===== config.mk =====
export PLATFORM = sky130hd
export DESIGN_NAME = flash_protection_sequencer
export DESIGN_NICKNAME = d
export VERILOG_FILES = /design/src/flash_protection_pkg.sv /design/src/busy_timer.sv /design/src/flash_protection_sequencer.sv
export SDC_FILE = /design/constraint.sdc
export NUM_CORES = 1
export LEC_CHECK = 0
export ABC_AREA = 1
export BUFFER_PORTS_ARGS = -buffer_cell sky130_fd_sc_hd__buf_2
export CAP_MARGIN = 30
export CORE_MARGIN = 2
export CORE_UTILIZATION = 25
export DETAILED_ROUTE_END_ITERATION = 6
export PLACE_DENSITY = 0.46
export SLEW_MARGIN = 20
export SYNTH_ARGS = -nofsm -noshare
export SYNTH_HDL_FRONTEND = slang
export SYNTH_SLANG_ARGS = --single-unit

===== constraint.sdc =====
create_clock -name clk -period 4.41 [get_ports clk]
set_input_delay 0.882 -clock clk [delete_from_list [all_inputs] [get_ports clk]]
set_output_delay 0.882 -clock clk [all_outputs]
set_load 0.05 [all_outputs]

===== src/flash_protection_pkg.sv =====
/*
 Constants for the flash protection sequencer: special function register
 addresses, command codes, protection area layout, reset values and timing.
 Assumes a 125 MHz core clock and a 62 kB flash of 512-byte pages.
*/
package flash_protection_pkg;
    // register addresses
    localparam logic [7:0] SFR_FLASH_COMMAND = 8'hB9;
    localparam logic [7:0] SFR_FLASH_ACCESS_KEY = 8'hBA;
    localparam logic [7:0] SFR_PROTECTION_KEY_ENTRY = 8'hBB;
    localparam logic [7:0] SFR_FLASH_DATA_BYTE = 8'hBC;
    localparam logic [7:0] SFR_FLASH_ADDR_LOW = 8'hC6;
    localparam logic [7:0] SFR_FLASH_ADDR_HIGH = 8'hC7;
    // command codes
    localparam logic [7:0] CMD_WRITE_BYTE = 8'h01;
    localparam logic [7:0] CMD_ERASE_PAGE = 8'h02;
    localparam logic [7:0] CMD_ERASE_ALL = 8'h03;
    localparam logic [7:0] CMD_READ_BYTE = 8'h04;
    localparam logic [7:0] CMD_PROTECT = 8'h08;
    localparam logic [7:0] EMU_LOAD_SCRATCH = 8'h49;
    localparam logic [7:0] EMU_STORE_SFR = 8'h46;
    // key values and reset values
    localparam logic [7:0] ACCESS_KEY_VALUE = 8'h3B;
    localparam logic [7:0] ERASED_BYTE = 8'hFF;
    localparam logic [7:0] PROT_KEY_CLEARED = 8'h00;
    localparam logic [7:0] ACCESS_KEY_RESET = 8'hFF;
    localparam logic [7:0] PROT_KEY_RESET = 8'hFF;
    localparam logic [7:0] DATA_RESET = 8'h00;
    localparam logic [7:0] ADDR_RESET = 8'h00;
    localparam logic [7:0] CMD_RESET = 8'h00;
    // protection area layout
    localparam logic [7:0] PROT_AREA_HIGH = 8'hF7;
    localparam logic [7:0] PROT_FIRST_LOW = 8'hEB;
    localparam logic [7:0] READ_GUARD_FIRST_LOW = 8'hEC;
    localparam logic [7:0] WRITE_GUARD_FIRST_LOW = 8'hF0;
    localparam int PROT_BYTES = 21;
    localparam logic [4:0] PROT_KEY_INDEX = 5'h00;
    localparam logic [4:0] LAST_GUARD_INDEX = 5'h14;
    localparam int LAST_PAGE_BIT = 3;
    localparam int WATCHDOG_LOCK_ENABLE_BIT = 7;
    localparam logic [6:0] LAST_PAGE = 7'h7B;
    localparam int PAGE_SHIFT = 9;
    // timing, figures in their own units
    localparam int CLK_PERIOD_NS = 8;
    localparam int BYTE_WRITE_US = 30;
    localparam int PAGE_ERASE_MS = 20;
    localparam int FULL_ERASE_MS = 2500;
    localparam int READ_BYTE_NS = 100;
    localparam int TIMER_W = 29;
    localparam int BYTE_WRITE_CYCLES = BYTE_WRITE_US * 1000 / CLK_PERIOD_NS;
    localparam int READ_BYTE_CYCLES = READ_BYTE_NS / CLK_PERIOD_NS;
endpackage


===== src/busy_timer.sv =====
/*
 Busy timer: counts a loaded number of cycles and pulses done at the end.
 Assumes start arrives only while idle.
*/
`timescale 1ns/1ns
`default_nettype none
module busy_timer #(
    parameter int W = 29
) (
    // clock and reset
    input wire logic clk,
    input wire logic reset,
    // control
    input wire logic start,
    input wire logic [W-1:0] length,
    // status
    output logic busy,
    output logic done
);
    logic [W-1:0] count;

    // down counter, busy for exactly length cycles
    always_ff @(posedge clk) begin
        if (reset) begin
            count <= '0;
        end else if (start) begin
            count <= length;
        end else if (count != '0) begin
            count <= count - W'(1);
        end
    end

    assign busy = (count != '0);
    assign done = (count == W'(1));
endmodule // busy_timer
`default_nettype wire


===== src/flash_protection_sequencer.sv =====
/*
 Flash protection sequencer: keyed command register, protection byte
 programming, page guards, one-time key, watchdog lock bit and core stall.
 Assumes the flash array answers flash_rdata combinationally from flash_addr
 and performs the write and erase pulses it is given.
*/
`timescale 1ns/1ns
`default_nettype none
module flash_protection_sequencer #(
    parameter int PAGE_ERASE_CYCLES = flash_protection_pkg::PAGE_ERASE_MS * (1000000 /
        flash_protection_pkg::CLK_PERIOD_NS),
    parameter int FULL_ERASE_CYCLES = flash_protection_pkg::FULL_ERASE_MS * (1000000 /
        flash_protection_pkg::CLK_PERIOD_NS)
) (
    // clock and reset
    input wire logic clk,
    input wire logic reset,
    // core special function register port
    input wire logic [7:0] sfr_addr,
    input wire logic sfr_wr,
    input wire logic sfr_rd,
    input wire logic [7:0] sfr_wdata,
    output logic [7:0] sfr_rdata,
    // download kernel commands
    input wire logic emu_valid,
    input wire logic [7:0] emu_code,
    input wire logic [7:0] emu_data,
    // pin
    input wire logic download_enable_pin_n,
    // flash array
    output logic [15:0] flash_addr,
    output logic [7:0] flash_wdata,
    output logic flash_write,
    output logic flash_erase_page,
    output logic flash_erase_all,
    input wire logic [7:0] flash_rdata,
    // status
    output logic core_hold,
    output logic download_mode,
    output logic protection_enabled,
    output logic watchdog_lock_enable
);
    typedef enum logic [1:0] {S_LOAD_ADDR, S_LOAD_CAP, S_IDLE, S_BUSY} seq_state_e;

    seq_state_e state;
    logic [4:0] load_index;
    logic [7:0] active [flash_protection_pkg::PROT_BYTES];
    logic [7:0] stored [flash_protection_pkg::PROT_BYTES];
    logic [7:0] flash_command, flash_access_key, protection_key_entry;
    logic [7:0] flash_data_byte, flash_addr_low, flash_addr_high, emulator_scratch;
    logic pin_meta, pin_sync;
    logic read_pending;
    logic emu_store, reg_wr, cmd_wr;
    logic [7:0] reg_addr, reg_data;
    logic [6:0] page;
    logic [4:0] prot_index;
    logic in_prot_area, page_ok, key_ok, wp_hit, rp_hit, prot_key_ok, accept;
    logic [flash_protection_pkg::TIMER_W-1:0] op_len;
    logic timer_busy, timer_done;

    // index of the write/erase guard byte for a page
    function automatic logic [4:0] wp_index(input logic [6:0] pg);
        return 5'(flash_protection_pkg::WRITE_GUARD_FIRST_LOW - flash_protection_pkg::PROT_FIRST_LOW)
            + {1'b0, pg[6:3]};
    endfunction

    // index of the read guard byte for a page's four-page group
    function automatic logic [4:0] rp_index(input logic [6:0] pg);
        return 5'(flash_protection_pkg::READ_GUARD_FIRST_LOW - flash_protection_pkg::PROT_FIRST_LOW)
            + {3'b000, pg[6:5]};
    endfunction

    // the pin comes from outside: two flops before anything looks at it
    always_ff @(posedge clk) begin
        if (reset) begin
            pin_meta <= 1'b1;
            pin_sync <= 1'b1;
        end else begin
            pin_meta <= download_enable_pin_n;
            pin_sync <= pin_meta;
        end
    end

    // register write source: core, or download kernel store of the scratch
    assign emu_store = download_mode && emu_valid && (emu_code == flash_protection_pkg::EMU_STORE_SFR);
    assign reg_wr = (sfr_wr || emu_store) && (state == S_IDLE);
    assign reg_addr = sfr_wr ? sfr_addr : emu_data;
    assign reg_data = sfr_wr ? sfr_wdata : emulator_scratch;
    assign cmd_wr = reg_wr && (reg_addr == flash_protection_pkg::SFR_FLASH_COMMAND);

    // scratch loaded by the download kernel
    always_ff @(posedge clk) begin
        if (reset) begin
            emulator_scratch <= flash_protection_pkg::DATA_RESET;
        end else if (download_mode && emu_valid && (emu_code == flash_protection_pkg::EMU_LOAD_SCRATCH)) begin
            emulator_scratch <= emu_data;
        end
    end

    // guards decoded from the image latched at reset
    assign protection_enabled = !active[flash_protection_pkg::LAST_GUARD_INDEX][flash_protection_pkg::LAST_PAGE_BIT];
    assign watchdog_lock_enable = !active[flash_protection_pkg::LAST_GUARD_INDEX][flash_protection_pkg::WATCHDOG_LOCK_ENABLE_BIT];
    assign page = flash_addr_high[7:flash_protection_pkg::PAGE_SHIFT - 8]; // address bits 15 down to the page shift
    assign page_ok = (page <= flash_protection_pkg::LAST_PAGE);
    assign in_prot_area = (flash_addr_high == flash_protection_pkg::PROT_AREA_HIGH)
        && (flash_addr_low >= flash_protection_pkg::PROT_FIRST_LOW);
    assign wp_hit = protection_enabled && !active[wp_index(page)][page[2:0]];
    assign rp_hit = protection_enabled && !in_prot_area && !active[rp_index(page)][page[4:2]];
    assign prot_index = 5'(flash_addr_low - flash_protection_pkg::PROT_FIRST_LOW);
    assign key_ok = (flash_access_key == flash_protection_pkg::ACCESS_KEY_VALUE);
    assign prot_key_ok = (active[flash_protection_pkg::PROT_KEY_INDEX] == flash_protection_pkg::ERASED_BYTE)
        || (protection_key_entry == active[flash_protection_pkg::PROT_KEY_INDEX]);

    // acceptance of the command being written, and its busy length
    always_comb begin
        accept = 1'b0;
        op_len = '0;
        if (reg_data == flash_protection_pkg::CMD_PROTECT) begin
            accept = key_ok && prot_key_ok && !download_mode
                && (flash_addr_low >= flash_protection_pkg::PROT_FIRST_LOW)
                && ((prot_index != flash_protection_pkg::PROT_KEY_INDEX)
                    || (stored[flash_protection_pkg::PROT_KEY_INDEX] == flash_protection_pkg::ERASED_BYTE));
            op_len = flash_protection_pkg::TIMER_W'(flash_protection_pkg::BYTE_WRITE_CYCLES);
        end else if (reg_data == flash_protection_pkg::CMD_WRITE_BYTE) begin
            accept = key_ok && page_ok && !wp_hit && !in_prot_area;
            op_len = flash_protection_pkg::TIMER_W'(flash_protection_pkg::BYTE_WRITE_CYCLES);
        end else if (reg_data == flash_protection_pkg::CMD_ERASE_PAGE) begin
            accept = key_ok && page_ok && !wp_hit;
            op_len = flash_protection_pkg::TIMER_W'(PAGE_ERASE_CYCLES);
        end else if (reg_data == flash_protection_pkg::CMD_ERASE_ALL) begin
            accept = key_ok;
            op_len = flash_protection_pkg::TIMER_W'(FULL_ERASE_CYCLES);
        end else if (reg_data == flash_protection_pkg::CMD_READ_BYTE) begin
            accept = key_ok && page_ok && !rp_hit;
            op_len = flash_protection_pkg::TIMER_W'(flash_protection_pkg::READ_BYTE_CYCLES);
        end
        accept = accept && cmd_wr;
    end

    // busy time of the running operation
    busy_timer #(.W(flash_protection_pkg::TIMER_W)) u_busy (
        .clk(clk),
        .reset(reset),
        .start(accept),
        .length(op_len),
        .busy(timer_busy),
        .done(timer_done)
    );

    // sequence: load the protection image after reset, then serve commands
    always_ff @(posedge clk) begin
        if (reset) begin
            state <= S_LOAD_ADDR;
            load_index <= '0;
            download_mode <= 1'b0;
        end else begin
            case (state)
                S_LOAD_ADDR: begin
                    state <= S_LOAD_CAP;
                end
                S_LOAD_CAP: begin
                    if (load_index == flash_protection_pkg::LAST_GUARD_INDEX) begin
                        state <= S_IDLE;
                        download_mode <= !pin_sync;
                    end else begin
                        load_index <= load_index + 5'h01;
                        state <= S_LOAD_ADDR;
                    end
                end
                S_IDLE: begin
                    if (accept) begin
                        state <= S_BUSY;
                    end
                end
                default: begin
                    if (timer_done) begin
                        state <= S_IDLE;
                    end
                end
            endcase
        end
    end

    assign core_hold = (state != S_IDLE);

    // protection image: active copy only at reset, stored copy tracks flash
    always_ff @(posedge clk) begin
        if (state == S_LOAD_CAP) begin
            active[load_index] <= flash_rdata;
            stored[load_index] <= flash_rdata;
        end else if (accept && (reg_data == flash_protection_pkg::CMD_PROTECT)) begin
            stored[prot_index] <= stored[prot_index] & flash_data_byte;
        end else if (accept && ((reg_data == flash_protection_pkg::CMD_ERASE_ALL)
            || ((reg_data == flash_protection_pkg::CMD_ERASE_PAGE) && (page == flash_protection_pkg::LAST_PAGE)))) begin
            for (int i = 0; i < flash_protection_pkg::PROT_BYTES; i++) begin
                stored[i] <= flash_protection_pkg::ERASED_BYTE;
            end
        end
    end

    // flash array strobes and address
    always_ff @(posedge clk) begin
        if (reset) begin
            flash_addr <= 16'h0000;
            flash_wdata <= 8'hFF;
            flash_write <= 1'b0;
            flash_erase_page <= 1'b0;
            flash_erase_all <= 1'b0;
        end else begin
            flash_write <= accept && ((reg_data == flash_protection_pkg::CMD_PROTECT)
                || (reg_data == flash_protection_pkg::CMD_WRITE_BYTE));
            flash_erase_page <= accept && (reg_data == flash_protection_pkg::CMD_ERASE_PAGE);
            flash_erase_all <= accept && (reg_data == flash_protection_pkg::CMD_ERASE_ALL);
            if (state == S_LOAD_ADDR) begin
                flash_addr <= {flash_protection_pkg::PROT_AREA_HIGH, flash_protection_pkg::PROT_FIRST_LOW + {3'b000, load_index}};
            end else if (accept && (reg_data == flash_protection_pkg::CMD_PROTECT)) begin
                flash_addr <= {flash_protection_pkg::PROT_AREA_HIGH, flash_addr_low};
                flash_wdata <= flash_data_byte;
            end else if (accept) begin
                flash_addr <= {flash_addr_high, flash_addr_low};
                flash_wdata <= flash_data_byte;
            end
        end
    end

    // command, key and address registers written by the core
    always_ff @(posedge clk) begin
        if (reset) begin
            flash_command <= flash_protection_pkg::CMD_RESET;
            flash_access_key <= flash_protection_pkg::ACCESS_KEY_RESET;
            protection_key_entry <= flash_protection_pkg::PROT_KEY_RESET;
            flash_addr_low <= flash_protection_pkg::ADDR_RESET;
            flash_addr_high <= flash_protection_pkg::ADDR_RESET;
        end else if (cmd_wr) begin
            flash_command <= reg_data;
            flash_access_key <= flash_protection_pkg::ACCESS_KEY_RESET;
            if (reg_data == flash_protection_pkg::CMD_PROTECT) begin
                protection_key_entry <= flash_protection_pkg::PROT_KEY_CLEARED;
            end
        end else if (reg_wr) begin
            if (reg_addr == flash_protection_pkg::SFR_FLASH_ACCESS_KEY) begin
                flash_access_key <= reg_data;
            end else if (reg_addr == flash_protection_pkg::SFR_PROTECTION_KEY_ENTRY) begin
                protection_key_entry <= reg_data;
            end else if (reg_addr == flash_protection_pkg::SFR_FLASH_ADDR_LOW) begin
                flash_addr_low <= reg_data;
            end else if (reg_addr == flash_protection_pkg::SFR_FLASH_ADDR_HIGH) begin
                flash_addr_high <= reg_data;
            end
        end
    end

    // data register: written by the core, loaded at the end of a read
    always_ff @(posedge clk) begin
        if (reset) begin
            flash_data_byte <= flash_protection_pkg::DATA_RESET;
            read_pending <= 1'b0;
        end else begin
            if (accept) begin
                read_pending <= (reg_data == flash_protection_pkg::CMD_READ_BYTE);
            end else if (timer_done) begin
                read_pending <= 1'b0;
            end
            if (timer_done && read_pending) begin
                flash_data_byte <= flash_rdata;
            end else if (reg_wr && (reg_addr == flash_protection_pkg::SFR_FLASH_DATA_BYTE)) begin
                flash_data_byte <= reg_data;
            end
        end
    end

    // register read port, unmapped addresses read zero
    always_ff @(posedge clk) begin
        if (reset) begin
            sfr_rdata <= 8'h00;
        end else if (sfr_rd) begin
            if (sfr_addr == flash_protection_pkg::SFR_FLASH_COMMAND) begin
                sfr_rdata <= flash_command;
            end else if (sfr_addr == flash_protection_pkg::SFR_FLASH_ACCESS_KEY) begin
                sfr_rdata <= flash_access_key;
            end else if (sfr_addr == flash_protection_pkg::SFR_PROTECTION_KEY_ENTRY) begin
                sfr_rdata <= protection_key_entry;
            end else if (sfr_addr == flash_protection_pkg::SFR_FLASH_DATA_BYTE) begin
                sfr_rdata <= flash_data_byte;
            end else if (sfr_addr == flash_protection_pkg::SFR_FLASH_ADDR_LOW) begin
                sfr_rdata <= flash_addr_low;
            end else if (sfr_addr == flash_protection_pkg::SFR_FLASH_ADDR_HIGH) begin
                sfr_rdata <= flash_addr_high;
            end else begin
                sfr_rdata <= 8'h00;
            end
        end
    end

    // a taken protection write not yet finished; its busy time is too long for a delay range
    logic protect_running;
    always_ff @(posedge clk) begin
        if (reset) begin
            protect_running <= 1'b0;
        end else if (accept && (reg_data == flash_protection_pkg::CMD_PROTECT)) begin
            protect_running <= 1'b1;
        end else if (timer_done) begin
            protect_running <= 1'b0;
        end
    end
endmodule // flash_protection_sequencer
`default_nettype wire


==> flow_summary.rst <==
.. list-table::
   :header-rows: 1

   * - Metric
     - Value
   * - Status
     - finished clean
   * - Initial Utilization
     - 25.29%
   * - Pin count of the biggest net entering global routing
     - 132
   * - Clock transition at the registers of the reported paths
     - about 60 ps
   * - Layout area overhead
     - 18.92%
   * - Half-perimeter wire length after detailed placement
     - 58850 um
   * - Maximum net fanout on the critical path
     - 42
   * - Most frequent cells after synthesis
     - sky130_fd_sc_hd__nand2_1, sky130_fd_sc_hd__nand3_1, sky130_fd_sc_hd__dfxtp_1, sky130_fd_sc_hd__edfxtp_1, sky130_fd_sc_hd__nor2_1
   * - Worst IR drop on VDD
     - 0.0002588 V
   * - Die extent in y
     - about 330 um
   * - Detail-routed via count per cell
     - 4.944
   * - Number of instances in the synthesized netlist
     - between 3000 and 4000
   * - Final Instance Count excl. Fillers
     - 4639
   * - Worst slew margin
     - 35.95%
   * - Deepest level of the CTS H-tree
     - 3
   * - Weighted congestion at the end of routability-driven global placement
     - 0.8444
   * - Worst path slowest cell
     - sky130_fd_sc_hd__dfxtp_1
   * - Transition time at the pin with the least slew margin
     - 948.7 ps
   * - Number of flops mapped to enable cells by yosys
     - about 260
   * - Slack of the worst reg-to-reg path
     - 260 ps
   * - Number of global-route vias before repair
     - 21965
   * - Die Width
     - ~330 um
   * - Number of nets with antenna violations after routing
     - 0
   * - First-pass detailed-route iteration total
     - 5
   * - First-pass GRT wire length
     - 137400 um
   * - Number of distinct library cells after synthesis
     - 45
   * - Net Count, Synth
     - 3198
   * - Kind of end point of the critical path
     - flip-flop
   * - Crit path largest cell delay
     - 460 ps
   * - Root buf cell
     - sky130_fd_sc_hd__clkbuf_16
   * - Min-Delay Startpoint
     - pin_sync$_SDFF_PP1_
   * - Critical path launch point type
     - flip-flop
   * - Logic depth of the worst path, buffers included
     - 17
   * - Placed Cells incl. Taps
     - 4519
   * - Number of core rows
     - 117
   * - Total negative setup slack
     - 0 ps
   * - N_diodes
     - 0
   * - Origin of the critical flop-to-flop path
     - flash_addr_high[6]$_SDFFE_PP0P_
   * - Kind of critical path
     - flip-flop to flip-flop
   * - Minimum period implied by the final worst setup slack
     - 4151 ps
   * - Flip-flop and latch count after synthesis
     - 555
   * - Required time reported for the critical path endpoint
     - a little under 5000 ps
   * - Core Area
     - ~0.10 mm2
   * - Number of warnings printed during yosys synthesis
     - 0
   * - Endpoint of the most critical register-to-register path
     - stored[11][6]$_SDFFE_PP1P_
   * - Setup repair after global routing missed its margin
     - false
   * - All-layer global routing usage
     - 16.64%
   * - Synth async-reset ratio
     - 0%
   * - Signal arrival time at the worst endpoint
     - about 4700 ps
   * - Leading cell type by number of instances after synthesis
     - sky130_fd_sc_hd__nand2_1
   * - Area leader, netlist
     - sky130_fd_sc_hd__edfxtp_1
   * - Sequential element share of the synthesized area
     - 53.00%
   * - Number of violations of the max-capacitance limit
     - 0
   * - Clock sink count
     - 555
   * - Final period util
     - 94.13%
   * - Cells on worst reg2reg path
     - 17
   * - Detailed-route DRC error count
     - 0
   * - Number of max-slew violations in the final report
     - 0
   * - Leakage Power
     - between 0.01 and 0.015 uW
   * - Ratio of cells with drive above 1 in the final layout
     - 11.19%
   * - Post-synth top flop
     - sky130_fd_sc_hd__dfxtp_1
   * - Critical path buffer and inverter count
     - 4
   * - Final design utilization
     - 30.07%
   * - Count of endpoints failing hold in the final timing report
     - 0
   * - Cells resized by post-CTS repair
     - 0
   * - Final Routed Wirelength
     - approximately 91000 um
   * - CTS tree
     - yes
   * - Synthesized area per cell
     - 8.216 um2
   * - Die footprint
     - 0.1058 mm2
   * - Cell area power density
     - approximately 420 mW/mm2
   * - Total of buffers placed on input and output ports
     - 84
   * - Hold Crit Class
     - flip-flop to flip-flop
   * - Top-level I/O count
     - 85
   * - Initial detailed-routing violation count
     - 1973
   * - Top Family by Delay on Critical Path
     - simple AND/OR/NAND/NOR gates
   * - Final Skew
     - 32.13 ps
   * - Net count, final
     - 3281
   * - Setup-violating endpoint count in the final report
     - 0
   * - Crit path from
     - flash_addr_high[6]$_SDFFE_PP0P_
   * - Average routed wire per standard cell
     - 19.52 um
   * - Largest buffer count on any clock path
     - 3
   * - Biggest area contributors in the synthesized netlist
     - sky130_fd_sc_hd__edfxtp_1, sky130_fd_sc_hd__dfxtp_1, sky130_fd_sc_hd__nand2_1, sky130_fd_sc_hd__nand3_1, sky130_fd_sc_hd__nand4_1
   * - Worst setup path endpoint
     - stored[11][6]$_SDFFE_PP1P_
   * - Cell breakdown of the critical path
     - buf_4 -> inv_1 -> ha_1 -> inv_1 -> o21ai_0 -> o221ai_1 -> nand3_1 -> nand3_1 -> nand3_1 -> nand2_1 -> nand2_1 -> a21oi_1 -> nand2_1 -> nand2_2 -> nand4_4 -> buf_12 -> nand4_1
   * - Vias after detailed routing
     - 22935
   * - Number of buffers created by CTS
     - around 70
   * - Area fraction of the dominant cell type after synthesis
     - 29.80%
   * - Antenna violations before repair
     - 0
   * - Hold-critical path depth
     - 1
   * - Cell area after synthesis
     - between 0.02 and 0.03 mm2
   * - Max frequency
     - 0.2409 GHz
   * - Global-route congestion overflow total
     - 0
   * - Clock latency at the later pin of the worst-skew pair
     - 620 ps
## area by class of cell
cell class              count  area (um2)
clock inverters            32       407.9
inverters                 184       693.2
multi-input cells        2193       10670
fillers                 10971       71350
repair buffers            221        1710
flip-flops and latches    555       13680
well taps                1368        1712
clock buffers              86        1809
## cell families after synthesis
family / Yosys count / share of synthesized area (%)
xor gates and xnor gates: 31 / 1.052
adders and majority gates: 12 / 0.5819
and+or+nand+nor: 1658 / 28.60
AOI/OAI and AO/OA: 491 / 10.85
DFF: 555 / 53.00
buffers and inverters: 393 / 5.912
## registers in the layout (all words and copies together) (netlist names)
| name | count |
|---|---|
| protection_key_entry | 8 |
| active | 168 |
| flash_addr_low | 8 |
| pin_sync | 1 |
| flash_wdata | 8 |
| flash_erase_all | 1 |
| flash_command | 8 |
| flash_addr_high | 8 |
| state | 2 |
| load_index | 5 |
| pin_meta | 1 |
| flash_access_key | 8 |
| flash_addr | 16 |
| u_busy.count | 29 |
| sfr_rdata | 8 |
| read_pending | 1 |
| download_mode | 1 |
| flash_data_byte | 8 |
| emulator_scratch | 8 |
| stored | 256 |
| flash_write | 1 |
| flash_erase_page | 1 |
## metrics by stage
| stage | total power, uW | instance area [um2] | hold WS [ps] | setup WS (ps) |
|---|---|---|---|---|
| floorplan | 6830 | 25800 | 382.8 | 593.8 |
| global placement | 7262 | 28410 | 407.1 | -55.97 |
| detailed placement | 7265 | 28450 | 400.6 | 65.35 |
| CTS | 12960 | 30670 | 405.6 | 298.7 |
| global route | 13360 | 30680 | 433.1 | 6.559 |
| finish | 12840 | 30680 | 405.8 | 258.7 |
## power by group
part	leakage [uW]	switching, uW	internal [uW]
Combinational	0.00644	877	488
Sequential	0.00474	178	5620
Clock	0.00107	2300	3380
## worst min-delay path by stage
stage,end,slack (ps)
2_1_floorplan,download_mode$_SDFFE_PP0P_,380
3_3_place_gp,pin_sync$_SDFF_PP1_,410
3_5_place_dp,download_mode$_SDFFE_PP0P_,400
4_1_cts,download_mode$_SDFFE_PP0P_,410
5_1_grt,download_mode$_SDFFE_PP0P_,430
6_report,download_mode$_SDFFE_PP0P_,410
## cell usage in the layout (no fill, tap or decap), types with 11 or more instances in the layout
cell                        netlist  layout
sky130_fd_sc_hd__edfxtp_1       256     256
sky130_fd_sc_hd__clkbuf_16        0      68
sky130_fd_sc_hd__o311ai_0        29      29
sky130_fd_sc_hd__a21oi_1        212     212
sky130_fd_sc_hd__buf_12           0      19
sky130_fd_sc_hd__nor4_1          18      18
sky130_fd_sc_hd__clkbuf_1       159      14
sky130_fd_sc_hd__buf_4            1     116
sky130_fd_sc_hd__nand4_1        191     191
sky130_fd_sc_hd__nand3_1        371     371
sky130_fd_sc_hd__inv_1          169     167
sky130_fd_sc_hd__nor2_1         248     247
sky130_fd_sc_hd__nand2_1        770     769
sky130_fd_sc_hd__a211oi_1        12      12
sky130_fd_sc_hd__ha_1            12      11
sky130_fd_sc_hd__o211ai_1        23      23
sky130_fd_sc_hd__dfxtp_1        299     297
sky130_fd_sc_hd__o21ai_0        153     153
sky130_fd_sc_hd__buf_2           37      84
sky130_fd_sc_hd__nor3_1          25      25
sky130_fd_sc_hd__inv_2           12      13
sky130_fd_sc_hd__xor2_1          20      19
## timing repair
item / in CTS / in global routing
hold buffers: 0 / 0
endpoints found under the setup margin: 0 / 10
hold endpoints to repair: 0 / 0
buffers inserted: 0 / 0
## worst reg2reg max path, cell delays in order, from the launching register on
cell and delay, ps:
sky130_fd_sc_hd__dfxtp_1 460, sky130_fd_sc_hd__buf_4 230, sky130_fd_sc_hd__inv_1 70, sky130_fd_sc_hd__ha_1 300
sky130_fd_sc_hd__inv_1 430, sky130_fd_sc_hd__o21ai_0 180, sky130_fd_sc_hd__o221ai_1 280, sky130_fd_sc_hd__nand3_1 110
sky130_fd_sc_hd__nand3_1 100, sky130_fd_sc_hd__nand3_1 70, sky130_fd_sc_hd__nand2_1 180, sky130_fd_sc_hd__nand2_1 80
sky130_fd_sc_hd__a21oi_1 210, sky130_fd_sc_hd__nand2_1 220, sky130_fd_sc_hd__nand2_2 280, sky130_fd_sc_hd__nand4_4 400
sky130_fd_sc_hd__buf_12 360, sky130_fd_sc_hd__nand4_1 130
## routing by layer
layer | part of all wire [%] | wire length, um | GRT usage [%] | vias up
li1 | - | - | - | 11087
met1 | 45 | 41000 | 22.30 | 11114
met2 | 47 | 42820 | 27.73 | 597
met3 | 4.9 | 4459 | 2.476 | 137
met4 | 2.5 | 2267 | 4.750 | 0
met5 | 0 | 0 | 0 | -
Power figures use the tool's default switching activity.
